--- config.mk ---
export PLATFORM = sky130hd
export DESIGN_NAME = write_crc_dev_flat
export DESIGN_NICKNAME = d
export VERILOG_FILES = /design/src/write_crc_pkg.sv /design/src/write_crc_link_if.sv /design/src/write_crc_dev.sv /design/src/flat_wrapper.sv
export SDC_FILE = /design/constraint.sdc
export NUM_CORES = 1
export LEC_CHECK = 0
export BUFFER_PORTS_ARGS = -buffer_cell sky130_fd_sc_hd__buf_2
export CORE_ASPECT_RATIO = 0.9
export CORE_MARGIN = 4
export CORE_UTILIZATION = 55
export CTS_CLUSTER_SIZE = 8
export DETAILED_ROUTE_END_ITERATION = 10
export GPL_TIMING_DRIVEN = 0
export MAX_ROUTING_LAYER = met4
export PLACE_DENSITY_LB_ADDON = 0.12
export SLEW_MARGIN = 20
export SYNTH_ARGS = -nofsm -noshare
export SYNTH_HDL_FRONTEND = slang
export SYNTH_SLANG_ARGS = --single-unit
--- constraint.sdc ---
create_clock -name i_clock -period 10.4 [get_ports i_clock]
set_input_delay 2.08 -clock i_clock [delete_from_list [all_inputs] [get_ports i_clock]]
set_output_delay 2.08 -clock i_clock [all_outputs]
set_load 0.05 [all_outputs]
--- src/write_crc_pkg.sv ---
// Purpose: shared constants, types and crc helpers for the chopped-burst write crc link
// Assumes: 16-bit organisation, two lane groups, one link beat per clock
// Notes:   both ends build the tree input with the same functions
package write_crc_pkg;

   // -------------------------------------------------------------
   // link and burst geometry
   // -------------------------------------------------------------
   localparam int DQ_W = 16;
   localparam int TREES = 2;
   localparam int LANE_W = 8;
   localparam int DATA_BEATS = 4;
   localparam int CRC_BEAT = 8;
   localparam int LAST_BEAT = 9;
   localparam int BEAT_W = 4;
   localparam int TREE_BITS = 72;
   localparam int MASK_LANE = 8;
   localparam int CRC_W = 8;
   localparam logic [BEAT_W-1:0] BEAT_FIRST = 4'h0;
   localparam logic [BEAT_W-1:0] BEAT_CRC = 4'h8;
   localparam logic [BEAT_W-1:0] BEAT_LAST = 4'h9;
   localparam logic [BEAT_W-1:0] BEAT_FILL = 4'h4;
   localparam logic [CRC_W-1:0] CRC_POLY = 8'h07;
   localparam logic [CRC_W-1:0] CRC_INIT = 8'h00;

   // -------------------------------------------------------------
   // types
   // -------------------------------------------------------------
   typedef logic [DATA_BEATS-1:0][DQ_W-1:0] burst_data_type;
   typedef logic [DATA_BEATS-1:0][TREES-1:0] burst_mask_type;
   typedef logic [DATA_BEATS-1:0][LANE_W:0] tree_beats_type;
   typedef logic [TREES-1:0][CRC_W-1:0] crc_pair_type;

   // one tree's slice: dq bits of its byte group plus its mask lane on top
   function automatic tree_beats_type split_tree(input burst_data_type d,
                                                 input burst_mask_type m, input int t);
      tree_beats_type b;
      b = '0;
      for (int k = 0; k < DATA_BEATS; k++) begin
         b[k] = {m[k][t], d[k][t*LANE_W +: LANE_W]};
      end
      return b;
   endfunction

   // 72-bit tree input: lane l bit p is index l*8+p, mask lane is lane 8
   function automatic logic [TREE_BITS-1:0] map_tree(input tree_beats_type b,
                                                    input logic a2, input logic dmi_en);
      logic [TREE_BITS-1:0] v;
      int lane;
      int pos;
      v = '1;
      for (int i = 0; i < TREE_BITS; i++) begin
         lane = i / LANE_W;
         pos = i % LANE_W;
         if (((pos >= DATA_BEATS) == a2) && (lane < MASK_LANE || dmi_en)) begin
            v[i] = b[pos % DATA_BEATS][lane];
         end
      end
      return v;
   endfunction

   // serial crc8, tree bit 0 shifted in first
   function automatic logic [CRC_W-1:0] crc8(input logic [TREE_BITS-1:0] v);
      logic [CRC_W-1:0] c;
      logic fb;
      c = CRC_INIT;
      for (int i = 0; i < TREE_BITS; i++) begin
         fb = c[CRC_W-1] ^ v[i];
         c = {c[CRC_W-2:0], 1'b0};
         if (fb) begin
            c = c ^ CRC_POLY;
         end
      end
      return c;
   endfunction

endpackage
--- src/write_crc_link_if.sv ---
// Purpose: write link between controller end and device end
// Assumes: one beat per clock, controller is the only driver during writes
// Notes:   dq and mask lanes are two-way pins; only the write direction is used
`timescale 1ns/100ps
`default_nettype none
interface write_crc_link_if;
   import write_crc_pkg::*;
   logic [DQ_W-1:0] dq_out;
   logic dq_oe;
   logic [TREES-1:0] dmi_out;
   logic dmi_oe;
   logic strobe;
   logic first;
   logic a2;

   modport controller (
      output dq_out, dq_oe, dmi_out, dmi_oe, strobe, first, a2
   );
   modport device (
      input dq_out, dq_oe, dmi_out, dmi_oe, strobe, first, a2
   );
endinterface
`default_nettype wire

--- src/write_crc_dev.sv ---
// Purpose: device end; captures a chopped write burst and checks its crc
// Assumes: link pins arrive from outside, so every link input is synchronised
// Notes:   a burst whose strobe drops early is dropped without a result
//          back-to-back bursts need one idle beat; the check state uses it
//          a cut burst leaves stale beats in capture, never in the outputs
`timescale 1ns/100ps
`default_nettype none
module write_crc_dev (
   input wire logic i_clock,                              // 20 mhz clock
   input wire logic i_sys_rst,                            // sync reset, high
   input wire logic i_dmi_enable,                         // mask or inversion on
   output logic o_wr_valid,                               // burst result pulse
   output logic o_crc_error,                              // crc mismatch pulse
   output write_crc_pkg::burst_data_type o_wr_data,       // captured data beats
   output write_crc_pkg::burst_mask_type o_wr_mask,       // captured mask lanes
   output logic o_a2,                                     // burst start bit a2
   output write_crc_pkg::crc_pair_type o_crc_calc,        // recomputed crc
   output write_crc_pkg::crc_pair_type o_crc_recv,        // crc from the link
   write_crc_link_if.device link                          // link from controller
);
   import write_crc_pkg::*;

   // -------------------------------------------------------------
   // state and link beat bundle
   // -------------------------------------------------------------
   typedef enum logic [1:0] {
      RX_IDLE = 2'b00,
      RX_RECV = 2'b01,
      RX_CHECK = 2'b11
   } rx_state_type;

   // one beat of the link pins, as the sync stages carry it
   typedef struct packed {
      logic strobe;
      logic first;
      logic a2;
      logic [TREES-1:0] dmi;
      logic [DQ_W-1:0] dq;
   } link_beat_type;

   typedef struct packed {
      // meta and sync: the two pin stages; only sync feeds logic
      link_beat_type meta;
      link_beat_type sync;
      rx_state_type state;
      logic [BEAT_W-1:0] beat;
      burst_data_type data;
      burst_mask_type mask;
      logic a2;
      logic dmi_en;
      crc_pair_type crc_rx;
      logic tail_ok;
      logic valid;
      logic error;
      crc_pair_type crc_calc;
      burst_data_type data_out;
      burst_mask_type mask_out;
      logic a2_out;
      crc_pair_type crc_out;
   } rx_type;

   rx_type rx_reg;
   rx_type rx_next;
   link_beat_type pin;
   link_beat_type cur;
   crc_pair_type crc_now;
   logic [TREES-1:0][TREE_BITS-1:0] tree_in;
   logic mask_tail_high;

   // -------------------------------------------------------------
   // pin sampling
   // -------------------------------------------------------------
   // a lane not driven reads high, as the terminated bus would
   always_comb begin
      pin.strobe = link.strobe;
      pin.first = link.first;
      pin.a2 = link.a2;
      if (link.dmi_oe) begin
         pin.dmi = link.dmi_out;
      end else begin
         pin.dmi = '1;
      end
      if (link.dq_oe) begin
         pin.dq = link.dq_out;
      end else begin
         pin.dq = '1;
      end
   end

   assign cur = rx_reg.sync;

   // -------------------------------------------------------------
   // tail beat checks
   // -------------------------------------------------------------
   // mask lanes high in crc beats
   assign mask_tail_high = (&cur.dmi) | ~rx_reg.dmi_en;

   // -------------------------------------------------------------
   // crc recomputation
   // -------------------------------------------------------------
   // taken from the held capture, so the trees get a whole cycle
   generate
      for (genvar t = 0; t < TREES; t++) begin : g_tree
         assign tree_in[t] = map_tree(split_tree(rx_reg.data, rx_reg.mask, t),
                                      rx_reg.a2, rx_reg.dmi_en);
         assign crc_now[t] = crc8(tree_in[t]);
      end
   endgenerate

   // -------------------------------------------------------------
   // next state
   // -------------------------------------------------------------
   always_comb begin
      rx_next = rx_reg;
      // two stages; only the second stage is read by logic
      rx_next.meta = pin;
      rx_next.sync = rx_reg.meta;
      rx_next.valid = 1'b0;
      rx_next.error = 1'b0;
      case (rx_reg.state)
         RX_IDLE: begin
            // beats without a first marker are ignored here
            if (cur.strobe && cur.first) begin
               rx_next.state = RX_RECV;
               rx_next.beat = BEAT_FIRST + 4'h1;
               rx_next.a2 = cur.a2;
               // enable taken with the first beat, held for the burst
               rx_next.dmi_en = i_dmi_enable;
               rx_next.tail_ok = 1'b1;
               rx_next.data[0] = cur.dq;
               rx_next.mask[0] = cur.dmi;
            end
         end
         RX_RECV: begin
            if (!cur.strobe || cur.first) begin
               // broken burst: nothing is reported for it
               // a new first here is not taken; the sender restarts after idle
               rx_next.state = RX_IDLE;
            end else begin
               if (rx_reg.beat < BEAT_FILL) begin
                  rx_next.data[rx_reg.beat[1:0]] = cur.dq;
                  rx_next.mask[rx_reg.beat[1:0]] = cur.dmi;
               end else if (rx_reg.beat == BEAT_CRC) begin
                  rx_next.crc_rx = cur.dq;
                  rx_next.tail_ok = rx_reg.tail_ok & mask_tail_high;
               end else if (rx_reg.beat == BEAT_LAST) begin
                  rx_next.tail_ok = rx_reg.tail_ok & (&cur.dq) & mask_tail_high;
                  rx_next.state = RX_CHECK;
               end
               rx_next.beat = rx_reg.beat + 4'h1;
            end
         end
         RX_CHECK: begin
            // compare recomputed crc
            // a tail fault raises the error pulse as a crc mismatch does
            rx_next.valid = 1'b1;
            rx_next.error = (crc_now != rx_reg.crc_rx) | ~rx_reg.tail_ok;
            rx_next.crc_calc = crc_now;
            rx_next.crc_out = rx_reg.crc_rx;
            rx_next.data_out = rx_reg.data;
            rx_next.mask_out = rx_reg.mask;
            rx_next.a2_out = rx_reg.a2;
            rx_next.state = RX_IDLE;
         end
         default: begin
            rx_next.state = RX_IDLE;
         end
      endcase
   end

   // sync stages clear too, so no stale first marker survives reset
   always_ff @(posedge i_clock) begin
      if (i_sys_rst) begin
         rx_reg <= '0;
      end else begin
         rx_reg <= rx_next;
      end
   end

   // -------------------------------------------------------------
   // outputs
   // -------------------------------------------------------------
   // data, mask, a2 and crc outputs stand until the next complete burst; valid and error pulse
   assign o_wr_valid = rx_reg.valid;
   assign o_crc_error = rx_reg.error;
   assign o_wr_data = rx_reg.data_out;
   assign o_wr_mask = rx_reg.mask_out;
   assign o_a2 = rx_reg.a2_out;
   assign o_crc_calc = rx_reg.crc_calc;
   assign o_crc_recv = rx_reg.crc_out;

endmodule // write_crc_dev
`default_nettype wire

--- src/flat_wrapper.sv ---
// flat-port wrapper written by rule: the top's interface ports become plain ports
module write_crc_dev_flat import write_crc_pkg::*;
  (i_clock, i_sys_rst, i_dmi_enable, o_wr_valid, o_crc_error, o_wr_data, o_wr_mask, o_a2, o_crc_calc, o_crc_recv, link_dq_out, link_dq_oe, link_dmi_out, link_dmi_oe, link_strobe, link_first, link_a2);
  write_crc_link_if link_i ();
  input wire logic i_clock;
  input wire logic i_sys_rst;
  input wire logic i_dmi_enable;
  output logic o_wr_valid;
  output logic o_crc_error;
  output write_crc_pkg::burst_data_type o_wr_data;
  output write_crc_pkg::burst_mask_type o_wr_mask;
  output logic o_a2;
  output write_crc_pkg::crc_pair_type o_crc_calc;
  output write_crc_pkg::crc_pair_type o_crc_recv;
  input wire logic [$bits(link_i.dq_out)-1:0] link_dq_out;
  input wire logic [$bits(link_i.dq_oe)-1:0] link_dq_oe;
  input wire logic [$bits(link_i.dmi_out)-1:0] link_dmi_out;
  input wire logic [$bits(link_i.dmi_oe)-1:0] link_dmi_oe;
  input wire logic [$bits(link_i.strobe)-1:0] link_strobe;
  input wire logic [$bits(link_i.first)-1:0] link_first;
  input wire logic [$bits(link_i.a2)-1:0] link_a2;
  assign link_i.dq_out = link_dq_out;
  assign link_i.dq_oe = link_dq_oe;
  assign link_i.dmi_out = link_dmi_out;
  assign link_i.dmi_oe = link_dmi_oe;
  assign link_i.strobe = link_strobe;
  assign link_i.first = link_first;
  assign link_i.a2 = link_a2;
  write_crc_dev u_core (.i_clock(i_clock), .i_sys_rst(i_sys_rst), .i_dmi_enable(i_dmi_enable), .o_wr_valid(o_wr_valid), .o_crc_error(o_crc_error), .o_wr_data(o_wr_data), .o_wr_mask(o_wr_mask), .o_a2(o_a2), .o_crc_calc(o_crc_calc), .o_crc_recv(o_crc_recv), .link(link_i));
endmodule
==> summary.txt, run 1 <==
Floorplanning
  – Die area: around 0.029 mm^2
  – Height of the die: around 160 um
  – Width of the die: ~180 um
  – Starting density of the core: 0.561
  – Std cell rows: 56
  – Ports placed on the boundary: around 130
  – Total core area: 0.0262 mm^2

STA
  – Clock Skew: 0.0186 ns
  – Setup TNS: 0 ns
  – Share of the cycle needed by the critical path after routing: 0.562
  – Final number of hold-violating endpoints: 0
  – Unrepaired setup endpoints after global routing: no
  – Crit path time final: 5.84 ns
  – Pin slew with the least headroom to its limit: 1.24 ns
  – Endpoints failing setup: 0
  – Number of pins exceeding their max-slew limit in the final report: 0
  – Max transition margin: 0.173
  – F_max: 171 MHz

Critical path
  – CP arrival: 6.23 ns
  – Register-to-Register Path Depth: 17
  – Largest stage delay on the critical path: around 0.60 ns
  – Critical path capture point: u_core.o_crc_error$_SDFF_PP0_
  – Max stage delay cell, worst path: sky130_fd_sc_hd__dfxtp_1
  – FF-to-FF setup slack: 4.56 ns
  – Worst R2R End: u_core.o_crc_error$_SDFF_PP0_
  – Launching element type of the critical path: register
  – Critical Path Fanout Max: 10
  – Worst Path Class, Setup: reg2reg
  – Count of buffering cells on the critical path with inverters included: 7
  – Critical path endpoint category: register
  – Critical path required time: 10.79 ns
  – Path length in cells of the critical path: 17
  – Startpoint of the worst register-to-register path: u_core.rx_reg[125]$_SDFFE_PP0P_
  – Kind of cell adding the most delay to the critical path: buffers and inverters
  – Source of the critical timing path: u_core.rx_reg[125]$_SDFFE_PP0P_
  – Cell-by-cell trace of the critical path: clkbuf_1, buf_2, buf_2, buf_2, buf_1, buf_2, buf_2, nand2_1, o22ai_1, xnor2_1, xnor2_1, xnor2_1, xnor2_1, xor2_1, xnor2_1, a211oi_2, a31oi_1

Layout
  – Final design area excluding fillers: 0.0168 mm^2
  – Number of diodes added for antenna fixing: 0
  – Area growth from synthesis to layout: 14.2%
  – Share of post-route cells with drive strength above 1: 0.184
  – Core Util, Final: 0.640
  – Final nets: 1854
  – Leading cell type in the layout, fill and taps excluded: sky130_fd_sc_hd__nand2_1
  – Most frequent cells in the layout: sky130_fd_sc_hd__nand2_1 (363), sky130_fd_sc_hd__dfxtp_1 (246), sky130_fd_sc_hd__a21oi_1 (201), sky130_fd_sc_hd__xnor2_1 (178), sky130_fd_sc_hd__buf_2 (142)
  – Flip-flop count of the largest register, all copies and words added: 97

Drt
  – Number of design-rule violations left by the first detailed-router iteration: 926
  – Wirelength, routed: 42200 um
  – Detailed route wirelength on metal2: 18300 um
  – Routed wire length per instance: 19.4 um
  – Sum of met3 wire segment lengths after detailed routing: 3950 um
  – Post-route DRC: 0
  – Top layer in use: met4
  – Total iterations of the first detailed-routing run: 5
  – Wire length on met1: 18900 um
  – Via Count: around 11000
  – Number of routed nets with antenna violations: 0
  – Vias per cell: 5.23

Synth
  – Predominant post-synthesis flop cell: sky130_fd_sc_hd__dfxtp_1
  – Proportion of synthesized chip area in sequential cells: 0.335
  – Number of flops mapped to enable cells by yosys: 0
  – Largest area contributor in the netlist: sky130_fd_sc_hd__dfxtp_1
  – Post-synthesis area per instance: 8.88 um^2
  – Yosys top cell area share: 0.335
  – Flop and latch count out of synthesis: 246
  – Largest cells by area after synthesis: sky130_fd_sc_hd__dfxtp_1 (34%), sky130_fd_sc_hd__xnor2_1 (11%), sky130_fd_sc_hd__nand2_1 (9.3%), sky130_fd_sc_hd__xnor3_1 (8.6%), sky130_fd_sc_hd__a21oi_1 (6.8%)
  – Syn nets: about 1700
  – Count of unique library cells instantiated by Yosys: 59
  – Yosys synthesis warning count: 0
  – Synth Instances: about 1700
  – Area of the mapped netlist: 0.0147 mm^2
  – Post-synth ARST share: 0

Clocking
  – Clock tree from TritonCTS: yes
  – TritonCTS Buffers: 37
  – Gates resized, CTS repair: 0
  – Root buf cell: sky130_fd_sc_hd__clkbuf_16
  – Clock Pin Slew Worst Setup and Hold Paths: about 0.050 ns
  – Clock Sink Count: 246
  – CTS H-tree lvls: 2
  – Total of hold buffers inserted after clock tree synthesis: 0
  – Number of post-CTS setup repair buffers: 0
  – Clock Latency Late Sink: 0.53 ns
  – Clock tree buffer depth: 3

Power
  – Peak supply drop: 0.000121 V
  – Power density over the cells: 138 mW/mm^2
  – Leakage power: 7.13 nW

Status
  – Status: finished clean

Global route
  – Vias in the first global route: 11000
  – Maximum number of pins on one net before global-route repair: 11
  – Total overflow reported by the global router: 0
  – Antenna violations before repair: 0
  – GR Util All Layers: 0.292
  – Wire length of the first global-routing pass: 64600 um

Run
  – Number of max-cap violations: 0

Place
  – Post-detailed-placement half-perimeter wirelength: 32000 um
  – Count of port buffers added during placement: 130
  – Final GP Congestion: 0.987
  – Cell area reported after detailed placement: 0.0158 mm^2

Worst hold path
  – Hold path startpoint: u_core.rx_next[220]$_SDFF_PP0_
  – Min-delay worst type: reg2reg
[cells by family (layout without fill, tap and decap cells)]
family	Yosys count	in the layout	synth area share
buf+inv	237	411	0.0892
flops	246	246	0.335
simple gates	514	514	0.144
mux	54	54	0.0385
xor+xnor	360	360	0.302
compound gates	240	240	0.0876
fa+ha+maj	4	4	0.00341
[worst register-to-register path: stages, from the launching register on]
cell                       delay [ns]
sky130_fd_sc_hd__dfxtp_1         0.60
sky130_fd_sc_hd__clkbuf_1        0.53
sky130_fd_sc_hd__buf_2           0.37
sky130_fd_sc_hd__buf_2           0.33
sky130_fd_sc_hd__buf_2           0.32
sky130_fd_sc_hd__buf_1           0.49
sky130_fd_sc_hd__buf_2           0.37
sky130_fd_sc_hd__buf_2           0.33
sky130_fd_sc_hd__nand2_1         0.34
sky130_fd_sc_hd__o22ai_1         0.26
sky130_fd_sc_hd__xnor2_1         0.17
sky130_fd_sc_hd__xnor2_1         0.16
sky130_fd_sc_hd__xnor2_1         0.13
sky130_fd_sc_hd__xnor2_1         0.29
sky130_fd_sc_hd__xor2_1          0.46
sky130_fd_sc_hd__xnor2_1         0.14
sky130_fd_sc_hd__a211oi_2        0.30
sky130_fd_sc_hd__a31oi_1         0.12
[cells in the mapped netlist (2+ instances only)]
| cell type | instances |
|---|---|
| sky130_fd_sc_hd__a21oi_1 | 201 |
| sky130_fd_sc_hd__mux2i_2 | 2 |
| sky130_fd_sc_hd__o22ai_1 | 3 |
| sky130_fd_sc_hd__nor2_1 | 80 |
| sky130_fd_sc_hd__mux2_2 | 4 |
| sky130_fd_sc_hd__nor3_1 | 5 |
| sky130_fd_sc_hd__clkbuf_1 | 88 |
| sky130_fd_sc_hd__nor3b_1 | 2 |
| sky130_fd_sc_hd__mux2i_1 | 47 |
| sky130_fd_sc_hd__inv_1 | 25 |
| sky130_fd_sc_hd__xnor3_2 | 8 |
| sky130_fd_sc_hd__xor3_1 | 11 |
| sky130_fd_sc_hd__xnor2_1 | 178 |
| sky130_fd_sc_hd__nand3_1 | 2 |
| sky130_fd_sc_hd__and3_1 | 2 |
| sky130_fd_sc_hd__xor2_1 | 86 |
| sky130_fd_sc_hd__xnor2_2 | 10 |
| sky130_fd_sc_hd__nand2b_1 | 6 |
| sky130_fd_sc_hd__nand4_1 | 6 |
| sky130_fd_sc_hd__xnor3_1 | 56 |
| sky130_fd_sc_hd__xor2_2 | 4 |
| sky130_fd_sc_hd__o21ai_0 | 10 |
| sky130_fd_sc_hd__xnor2_4 | 5 |
| sky130_fd_sc_hd__buf_2 | 12 |
| sky130_fd_sc_hd__a31oi_1 | 2 |
| sky130_fd_sc_hd__buf_1 | 3 |
| sky130_fd_sc_hd__ha_1 | 4 |
| sky130_fd_sc_hd__buf_4 | 108 |
| sky130_fd_sc_hd__nand2_1 | 363 |
| sky130_fd_sc_hd__nor4_1 | 4 |
| sky130_fd_sc_hd__o21bai_1 | 2 |
| sky130_fd_sc_hd__dfxtp_1 | 246 |
| sky130_fd_sc_hd__and2_1 | 6 |
| sky130_fd_sc_hd__a211oi_1 | 9 |
| sky130_fd_sc_hd__nor2b_1 | 31 |
[cell type report]
| type | count | area [um^2] |
|---|---|---|
| clock inverter | 4 | 50.0 |
| tap | 348 | 435 |
| multi-input combinational | 1172 | 8460 |
| buffer | 211 | 1210 |
| sequential | 246 | 4920 |
| inverter | 26 | 97.6 |
| timing repair buffer | 130 | 651 |
| clock buffer | 40 | 947 |
| fill | 2336 | 9430 |
[how the worst min path moves through the flow]
stage | to | cells after the start
after floorplan | u_core.cur[0]$_SDFF_PP0_ | 1
after global placement | u_core.cur[15]$_SDFF_PP0_ | 1
after detailed placement | u_core.cur[16]$_SDFF_PP0_ | 1
after CTS | u_core.cur[16]$_SDFF_PP0_ | 1
after global routing | u_core.cur[0]$_SDFF_PP0_ | 1
final | u_core.cur[16]$_SDFF_PP0_ | 1
[per-layer routing]
layer	up-vias	GRT usage
met5	-	-
met4	0	0.0842
met3	72	0.0568
met2	420	0.438
met1	5352	0.408
li1	5541	-
[report_power, final]
group	switching, W	total [W]	leakage [nW]	internal [W]
clock network	0.000411	0.00105	0.488	0.000640
logic	0.000154	0.000284	4.65	0.000130
registers	0.0000178	0.000973	1.99	0.000955
total	0.000583	0.00231	7.13	0.00172
[through the flow]
| step | power [W] | hold slack, ns | std cells | setup WS [ns] |
|---|---|---|---|---|
| final | 0.00231 | 0.426 | 2177 | 4.56 |
| after global routing | 0.00238 | 0.448 | 2177 | 4.23 |
| after CTS | 0.00232 | 0.429 | 2177 | 4.77 |
| after detailed placement | 0.00127 | 0.421 | 2133 | 4.79 |
| after global placement | 0.00127 | 0.418 | 2133 | 4.76 |
| after floorplan | 0.00120 | 0.414 | 1655 | 6.03 |
Note: power is estimated with default switching activity, not from simulation.
==> inputs of run 2 (changes only) <==
--- a/config.mk
+++ b/config.mk
@@ -5,6 +5,7 @@
 export SDC_FILE = /design/constraint.sdc
 export NUM_CORES = 1
 export LEC_CHECK = 0
+export ABC_AREA = 1
 export BUFFER_PORTS_ARGS = -buffer_cell sky130_fd_sc_hd__buf_2
 export CORE_ASPECT_RATIO = 0.9
 export CORE_MARGIN = 4
==> constraint.sdc (replaced) <==
create_clock -name i_clock -period 5.7 [get_ports i_clock]
set_input_delay 1.14 -clock i_clock [delete_from_list [all_inputs] [get_ports i_clock]]
set_output_delay 1.14 -clock i_clock [all_outputs]
set_load 0.05 [all_outputs]
==> run 2 against run 1 <==
Sequential cell count stayed put. Cell count rose by 59%. Die area up 16%. Count of clock-buffer cells in the layout increased by 2. Via count increased by 68%. Hold slack got worse by 0.031 ns. Cell area increased by 20%. Synthesized cell count is 73% higher. Non-clock buffer count down 11. Highest routed layer unchanged.
==> summary.txt, run 2 <==
Synth
  – Syn nets: between 2000 and 3000
  – Post-synth ARST share: 0
  – Commonest cells post-synth: sky130_fd_sc_hd__nand2_1 (823), sky130_fd_sc_hd__nand3_1 (388), sky130_fd_sc_hd__inv_1 (297)
  – Number of flops mapped to enable cells by yosys: 0
  – Yosys synthesis warning count: 0
  – Largest area contributor in the netlist: sky130_fd_sc_hd__dfxtp_1
  – Proportion of synthesized chip area in sequential cells: 0.288
  – Most repeated cell in the gate-level netlist after synthesis: sky130_fd_sc_hd__nand2_1
  – Flop and latch count out of synthesis: 246
  – Post-synthesis area per instance: 5.96 um^2
  – Area of the mapped netlist: approximately 0.017 mm^2
  – Largest cells by area after synthesis: sky130_fd_sc_hd__dfxtp_1 (29%), sky130_fd_sc_hd__nand2_1 (18%), sky130_fd_sc_hd__nand3_1 (11%), sky130_fd_sc_hd__inv_1 (6.5%), sky130_fd_sc_hd__nor2_1 (5.9%)
  – Synth Instances: 2866
  – Yosys top cell area share: 0.288
  – Count of unique library cells instantiated by Yosys: 37
  – Predominant post-synthesis flop cell: sky130_fd_sc_hd__dfxtp_1

STA
  – Worst Hold Slack: slightly below 0.4 ns
  – Share of the cycle needed by the critical path after routing: 0.947
  – Clock Skew: 0.0221 ns
  – Setup TNS: 0 ns
  – Max transition margin: 0.402
  – Crit path time final: 5.40 ns
  – Endpoints failing setup: 0
  – F_max: 185 MHz
  – Final number of hold-violating endpoints: 0
  – Number of pins exceeding their max-slew limit in the final report: 0
  – Pin slew with the least headroom to its limit: 0.898 ns

Floorplanning
  – Total core area: slightly above 0.03 mm^2
  – Ports placed on the boundary: 133
  – Width of the die: 194 um
  – Std cell rows: 60
  – Starting density of the core: 0.565
  – Height of the die: 175 um
  – Die area: 0.0340 mm^2

Clocking
  – Root buf cell: sky130_fd_sc_hd__clkbuf_16
  – TritonCTS Buffers: 37
  – Clock Sink Count: 246
  – Clock tree from TritonCTS: yes
  – CTS H-tree lvls: 2
  – Clock tree buffer depth: 3
  – Clock Pin Slew Worst Setup and Hold Paths: 0.05 ns
  – Total of hold buffers inserted after clock tree synthesis: 0
  – Clock Latency Late Sink: 0.52 ns

Place
  – Final GP Congestion: 1.01
  – Post-detailed-placement half-perimeter wirelength: 46100 um
  – Count of port buffers added during placement: 130

Drt
  – Wirelength, routed: 59400 um
  – Via Count: 19100
  – Total iterations of the first detailed-routing run: 5
  – Post-route DRC: 0
  – Number of routed nets with antenna violations: 0
  – Routed wire length per instance: 17.2 um
  – Number of design-rule violations left by the first detailed-router iteration: 1881
  – Vias per cell: 5.53

Critical path
  – Critical path endpoint category: register
  – FF-to-FF setup slack: 0.30 ns
  – Startpoint of the worst register-to-register path: u_core.rx_reg[125]$_SDFFE_PP0P_
  – Launching element type of the critical path: register
  – Worst Path Class, Setup: reg2reg
  – Critical path required time: between 6 and 7 ns
  – Largest stage delay on the critical path: 0.40 ns
  – Max stage delay cell, worst path: sky130_fd_sc_hd__dfxtp_4
  – CP arrival: a little under 6 ns
  – Critical Path Most Common Cell: sky130_fd_sc_hd__nand2_1
  – Critical Path Fanout Max: 10
  – Register-to-Register Path Depth: 44
  – Worst R2R End: u_core.o_crc_error$_SDFF_PP0_

Run
  – Number of max-cap violations: 0

Global route
  – Antenna violations before repair: 0
  – Wire length of the first global-routing pass: about 92000 um
  – GR Util All Layers: 0.340
  – Vias in the first global route: 17300
  – Total overflow reported by the global router: 0
  – Maximum number of pins on one net before global-route repair: 11

Layout
  – Core Util, Final: 0.666
  – Most frequent cells in the layout: sky130_fd_sc_hd__nand2_1 (746), sky130_fd_sc_hd__nand3_1 (339), sky130_fd_sc_hd__inv_1 (295), sky130_fd_sc_hd__nor2_1 (263), sky130_fd_sc_hd__dfxtp_1 (234)
  – Number of diodes added for antenna fixing: 0
  – Final nets: 3080
  – Share of post-route cells with drive strength above 1: 0.224
  – Flip-flop count of the largest register, all copies and words added: 97
  – Area growth from synthesis to layout: 17.9%
  – Leading cell type in the layout, fill and taps excluded: sky130_fd_sc_hd__nand2_1

Worst hold path
  – Hold Path Depth: 2
  – Min-delay worst type: reg2reg
  – Worst hold path endpoint: u_core.cur[16]$_SDFF_PP0_
  – Hold path startpoint: u_core.rx_next[220]$_SDFF_PP0_

Status
  – Status: finished clean
==> run 2: changes by cell type after synthesis, moves of 56 or more <==
cell and change:
sky130_fd_sc_hd__xnor3_1 -56, sky130_fd_sc_hd__nor2_1 +189, sky130_fd_sc_hd__inv_1 +272, sky130_fd_sc_hd__xor2_1 -76, sky130_fd_sc_hd__xnor2_1 -174, sky130_fd_sc_hd__nand2_1 +460
sky130_fd_sc_hd__nand3_1 +386, sky130_fd_sc_hd__o21ai_0 +167, sky130_fd_sc_hd__nand2_2 +125
==> run 2: logic make-up (layout without fill, tap and decap cells) <==
family                   after synthesis  in the layout  synth area share
flip-flops                           246            246             0.288
XOR/XNOR                              19             19            0.0119
AO/OA/AOI/OAI                        359            359             0.107
AND/OR/NAND/NOR                     1704           1704             0.448
adder cells (fa/ha/maj)                4              4           0.00293
buffers and inverters                534            724             0.142
==> run 2: area by class of cell <==
cell class | count | area, um^2
inverters | 349 | 1320
repair buffers | 145 | 776
multi-input cells | 2086 | 10500
clock buffers | 42 | 976
well taps | 403 | 504
fillers | 2887 | 10100
flip-flops and latches | 246 | 4950
clock inverters | 3 | 43.8
plain buffers | 185 | 1130
==> run 2: how the worst max path moves through the flow <==
stage	start	end	slack, ns	depth (start not counted)
final	u_core.rx_reg[125]$_SDFFE_PP0P_	u_core.o_crc_error$_SDFF_PP0_	0.30	44
after detailed placement	u_core.rx_reg[125]$_SDFFE_PP0P_	u_core.o_crc_error$_SDFF_PP0_	-0.24	27
after CTS	u_core.rx_reg[125]$_SDFFE_PP0P_	u_core.o_crc_error$_SDFF_PP0_	0.02	32
after global placement	u_core.rx_reg[125]$_SDFFE_PP0P_	u_core.o_crc_error$_SDFF_PP0_	-0.28	27
after floorplan	u_core.rx_reg[125]$_SDFFE_PP0P_	u_core.o_crc_error$_SDFF_PP0_	1.37	40
after global routing	u_core.rx_reg[125]$_SDFFE_PP0P_	u_core.o_crc_error$_SDFF_PP0_	-0.09	49
==> run 2: timing repair <==
| action | in CTS | in global routing |
|---|---|---|
| gates cloned | 0 | 1 |
| pin swaps | 0 | 41 |
| gates resized for setup | 1 | 204 |
| buffers inserted | 0 | 14 |
| endpoints found under the setup margin | 1 | 14 |
==> run 2: through the flow <==
stage | instance area, um^2 | std cells | worst slack [ns]
6_report | 20200 | 3459 | 0.305
5_1_grt | 20200 | 3459 | -0.0861
4_1_cts | 19300 | 3444 | 0.0168
3_5_place_dp | 18300 | 3399 | -0.236
3_3_place_gp | 18300 | 3399 | -0.283
2_1_floorplan | 17100 | 2866 | 1.37
==> run 2: routing by layer <==
layer	share of wire	global-route usage	vias up
met5	0	-	-
met2	0.43	0.516	836
li1	-	-	9382
met4	0.030	0.102	0
met3	0.091	0.0458	128
met1	0.45	0.475	8784
==> run 2: worst max-delay path, delay by kind of cell, from the launching register on <==
family,cells,cell delay (ns)
buffers and inverters,5,0.58
AND/OR/NAND/NOR,36,3.79
AO/OA/AOI/OAI,1,0.06
XOR/XNOR,2,0.44
flip-flops,1,0.40
Power of run 2 is not shown: default switching activity piles up to over one toggle a cycle in this logic, so the estimate is an artifact.
==> inputs of run 3 (changes only) <==
--- a/config.mk
+++ b/config.mk
@@ -6,7 +6,7 @@
 export NUM_CORES = 1
 export LEC_CHECK = 0
 export ABC_AREA = 1
-export BUFFER_PORTS_ARGS = -buffer_cell sky130_fd_sc_hd__buf_2
+export BUFFER_PORTS_ARGS = -buffer_cell sky130_fd_sc_hd__clkbuf_2
 export CORE_ASPECT_RATIO = 0.9
 export CORE_MARGIN = 4
 export CORE_UTILIZATION = 55
@@ -15,6 +15,7 @@
 export GPL_TIMING_DRIVEN = 0
 export MAX_ROUTING_LAYER = met4
 export PLACE_DENSITY_LB_ADDON = 0.12
+export SETUP_SLACK_MARGIN = 0.4
 export SLEW_MARGIN = 20
 export SYNTH_ARGS = -nofsm -noshare
 export SYNTH_HDL_FRONTEND = slang
==> run 3 against run 2 <==
Critical path depth rose by 7. Non-clock buffer count up 18. Fmax up 1.6%. Sequential cell count unchanged.
==> summary.txt, run 3 (synthesis results as in run 2) <==
Critical path
  – Critical Path Most Common Cell: sky130_fd_sc_hd__nand2_2
  – Critical path required time: 6.11 ns
  – Worst Path Class, Setup: reg2reg
  – Largest stage delay on the critical path: 0.38 ns
  – Launching element type of the critical path: register
  – Max stage delay cell, worst path: sky130_fd_sc_hd__dfxtp_4
  – Critical path endpoint category: register
  – CP arrival: 5.72 ns
  – Critical Path Fanout Max: 6
  – FF-to-FF setup slack: about 0.4 ns

Drt
  – Wirelength, routed: 61300 um
  – Post-route DRC: 0
  – Number of routed nets with antenna violations: 0
  – Number of design-rule violations left by the first detailed-router iteration: between 1500 and 2000
  – Via Count: 19500
  – Total iterations of the first detailed-routing run: 6
  – Routed wire length per instance: 17.6 um
  – Vias per cell: about 5.6

Layout
  – Layout filler cell count: about 2700
  – Multi-input combinational cell area: 0.0119 mm^2
  – Final nets: 3098
  – Final design area excluding fillers: 0.0218 mm^2
  – Core Util, Final: 0.721
  – Combined flip-flop and latch cell area: between 0.004 and 0.005 mm^2
  – Most frequent cells in the layout: sky130_fd_sc_hd__nand2_1 (574), sky130_fd_sc_hd__nand2_2 (294), sky130_fd_sc_hd__inv_1 (287), sky130_fd_sc_hd__nand3_1 (266), sky130_fd_sc_hd__nor2_1 (255)
  – Area growth from synthesis to layout: 27.7%
  – Leading cell type in the layout, fill and taps excluded: sky130_fd_sc_hd__nand2_1
  – Share of post-route cells with drive strength above 1: 0.316
  – Flip-flop count of the largest register, all copies and words added: a little under 100

Global route
  – Wire length of the first global-routing pass: ~91000 um
  – GR Util All Layers: 0.339
  – Maximum number of pins on one net before global-route repair: 12
  – Total overflow reported by the global router: 0
  – Antenna violations before repair: 2
  – Vias in the first global route: 17400

Clocking
  – Clock tree from TritonCTS: yes
  – Root buf cell: sky130_fd_sc_hd__clkbuf_16
  – Clock Latency Late Sink: 0.53 ns
  – Clock Pin Slew Worst Setup and Hold Paths: 0.05 ns
  – TritonCTS Buffers: 37
  – Clock Sink Count: between 200 and 250
  – Clock tree buffer depth: 3
  – CTS H-tree lvls: 2

Floorplanning
  – Starting density of the core: 0.565
  – Ports placed on the boundary: between 100 and 150
  – Width of the die: 194 um
  – Total core area: 0.0303 mm^2
  – Die area: 0.0340 mm^2
  – Height of the die: 175 um
  – Std cell rows: 60

STA
  – Share of the cycle needed by the critical path after routing: 0.931
  – Number of pins exceeding their max-slew limit in the final report: 0
  – Max transition margin: 0.378
  – Clock Skew: 0.0152 ns
  – Endpoints failing setup: 0
  – Pin slew with the least headroom to its limit: 0.933 ns
  – Crit path time final: 5.31 ns
  – F_max: ~190 MHz
  – Final number of hold-violating endpoints: 0
  – Unrepaired setup endpoints after global routing: yes

Status
  – Status: finished clean

Place
  – Final GP Congestion: 1.02
  – Count of port buffers added during placement: between 100 and 150
  – Post-detailed-placement half-perimeter wirelength: 45700 um
  – Cell area reported after detailed placement: 0.0183 mm^2

Run
  – Number of max-cap violations: 0

Worst hold path
  – Min-delay worst type: reg2reg
[run 3: cell count changes in the layout (fill, tap and decap cells not counted), moves of 49 or more]
cell / delta
sky130_fd_sc_hd__clkbuf_2: +129
sky130_fd_sc_hd__nand3_1: -73
sky130_fd_sc_hd__nand2_2: +117
sky130_fd_sc_hd__buf_2: -130
sky130_fd_sc_hd__nand2_1: -172
sky130_fd_sc_hd__nand2_4: +49
[run 3: critical path, delay by kind of cell, from the launching register on]
| kind | cells | cell delay [ns] |
|---|---|---|
| buf+inv | 7 | 0.67 |
| simple gates | 43 | 4.10 |
| flops | 1 | 0.38 |
| compound gates | 1 | 0.06 |
[run 3: worst paths after layout]
path | startpoint | cells after the start | to
worst max-delay path | u_core.rx_reg[125]$_SDFFE_PP0P_ | 51 | u_core.o_crc_error$_SDFF_PP0_
worst max register to register | u_core.rx_reg[125]$_SDFFE_PP0P_ | 51 | u_core.o_crc_error$_SDFF_PP0_
worst min-delay path | u_core.rx_next[221]$_SDFF_PP0_ | 2 | u_core.cur[17]$_SDFF_PP0_
worst min register to register | u_core.rx_next[221]$_SDFF_PP0_ | 2 | u_core.cur[17]$_SDFF_PP0_
[run 3: layer usage]
metal / vias up / routed length, um / global-route usage
li1: 9435 / - / -
met1: 9039 / 26100 / 0.467
met2: 875 / 27100 / 0.521
met3: 150 / 6110 / 0.0562
met4: 0 / 2020 / 0.0934
met5: - / 0 / -
[run 3: stage by stage]
stage	hold slack, ns	cells	TNS, ns	setup slack, ns
3_3_place_gp	0.392	3399	-0.247	-0.247
3_5_place_dp	0.392	3399	-0.229	-0.229
5_1_grt	0.418	3479	0	0.0597
6_report	0.400	3479	0	0.392
4_1_cts	0.401	3450	0	0.401
2_1_floorplan	0.388	2866	0	1.37
[run 3: what timing repair did]
item,in CTS,in global routing
hold buffers,0,0
buffers inserted,5,26
endpoints found under the setup margin,14,17
gates resized for setup,30,551
gates cloned,0,2
pin swaps,8,149
[run 3: area by class of cell]
type / count / area share
diodes: 1 / 0.000115
plain buffers: 185 / 0.0527
clock buffers: 42 / 0.0442
clock inverters: 4 / 0.00327
inverters: 349 / 0.0612
multi-input cells: 2086 / 0.545
flip-flops and latches: 246 / 0.227
well taps: 403 / 0.0231
repair buffers: 163 / 0.0433
Power of run 3 is left out for the same reason.
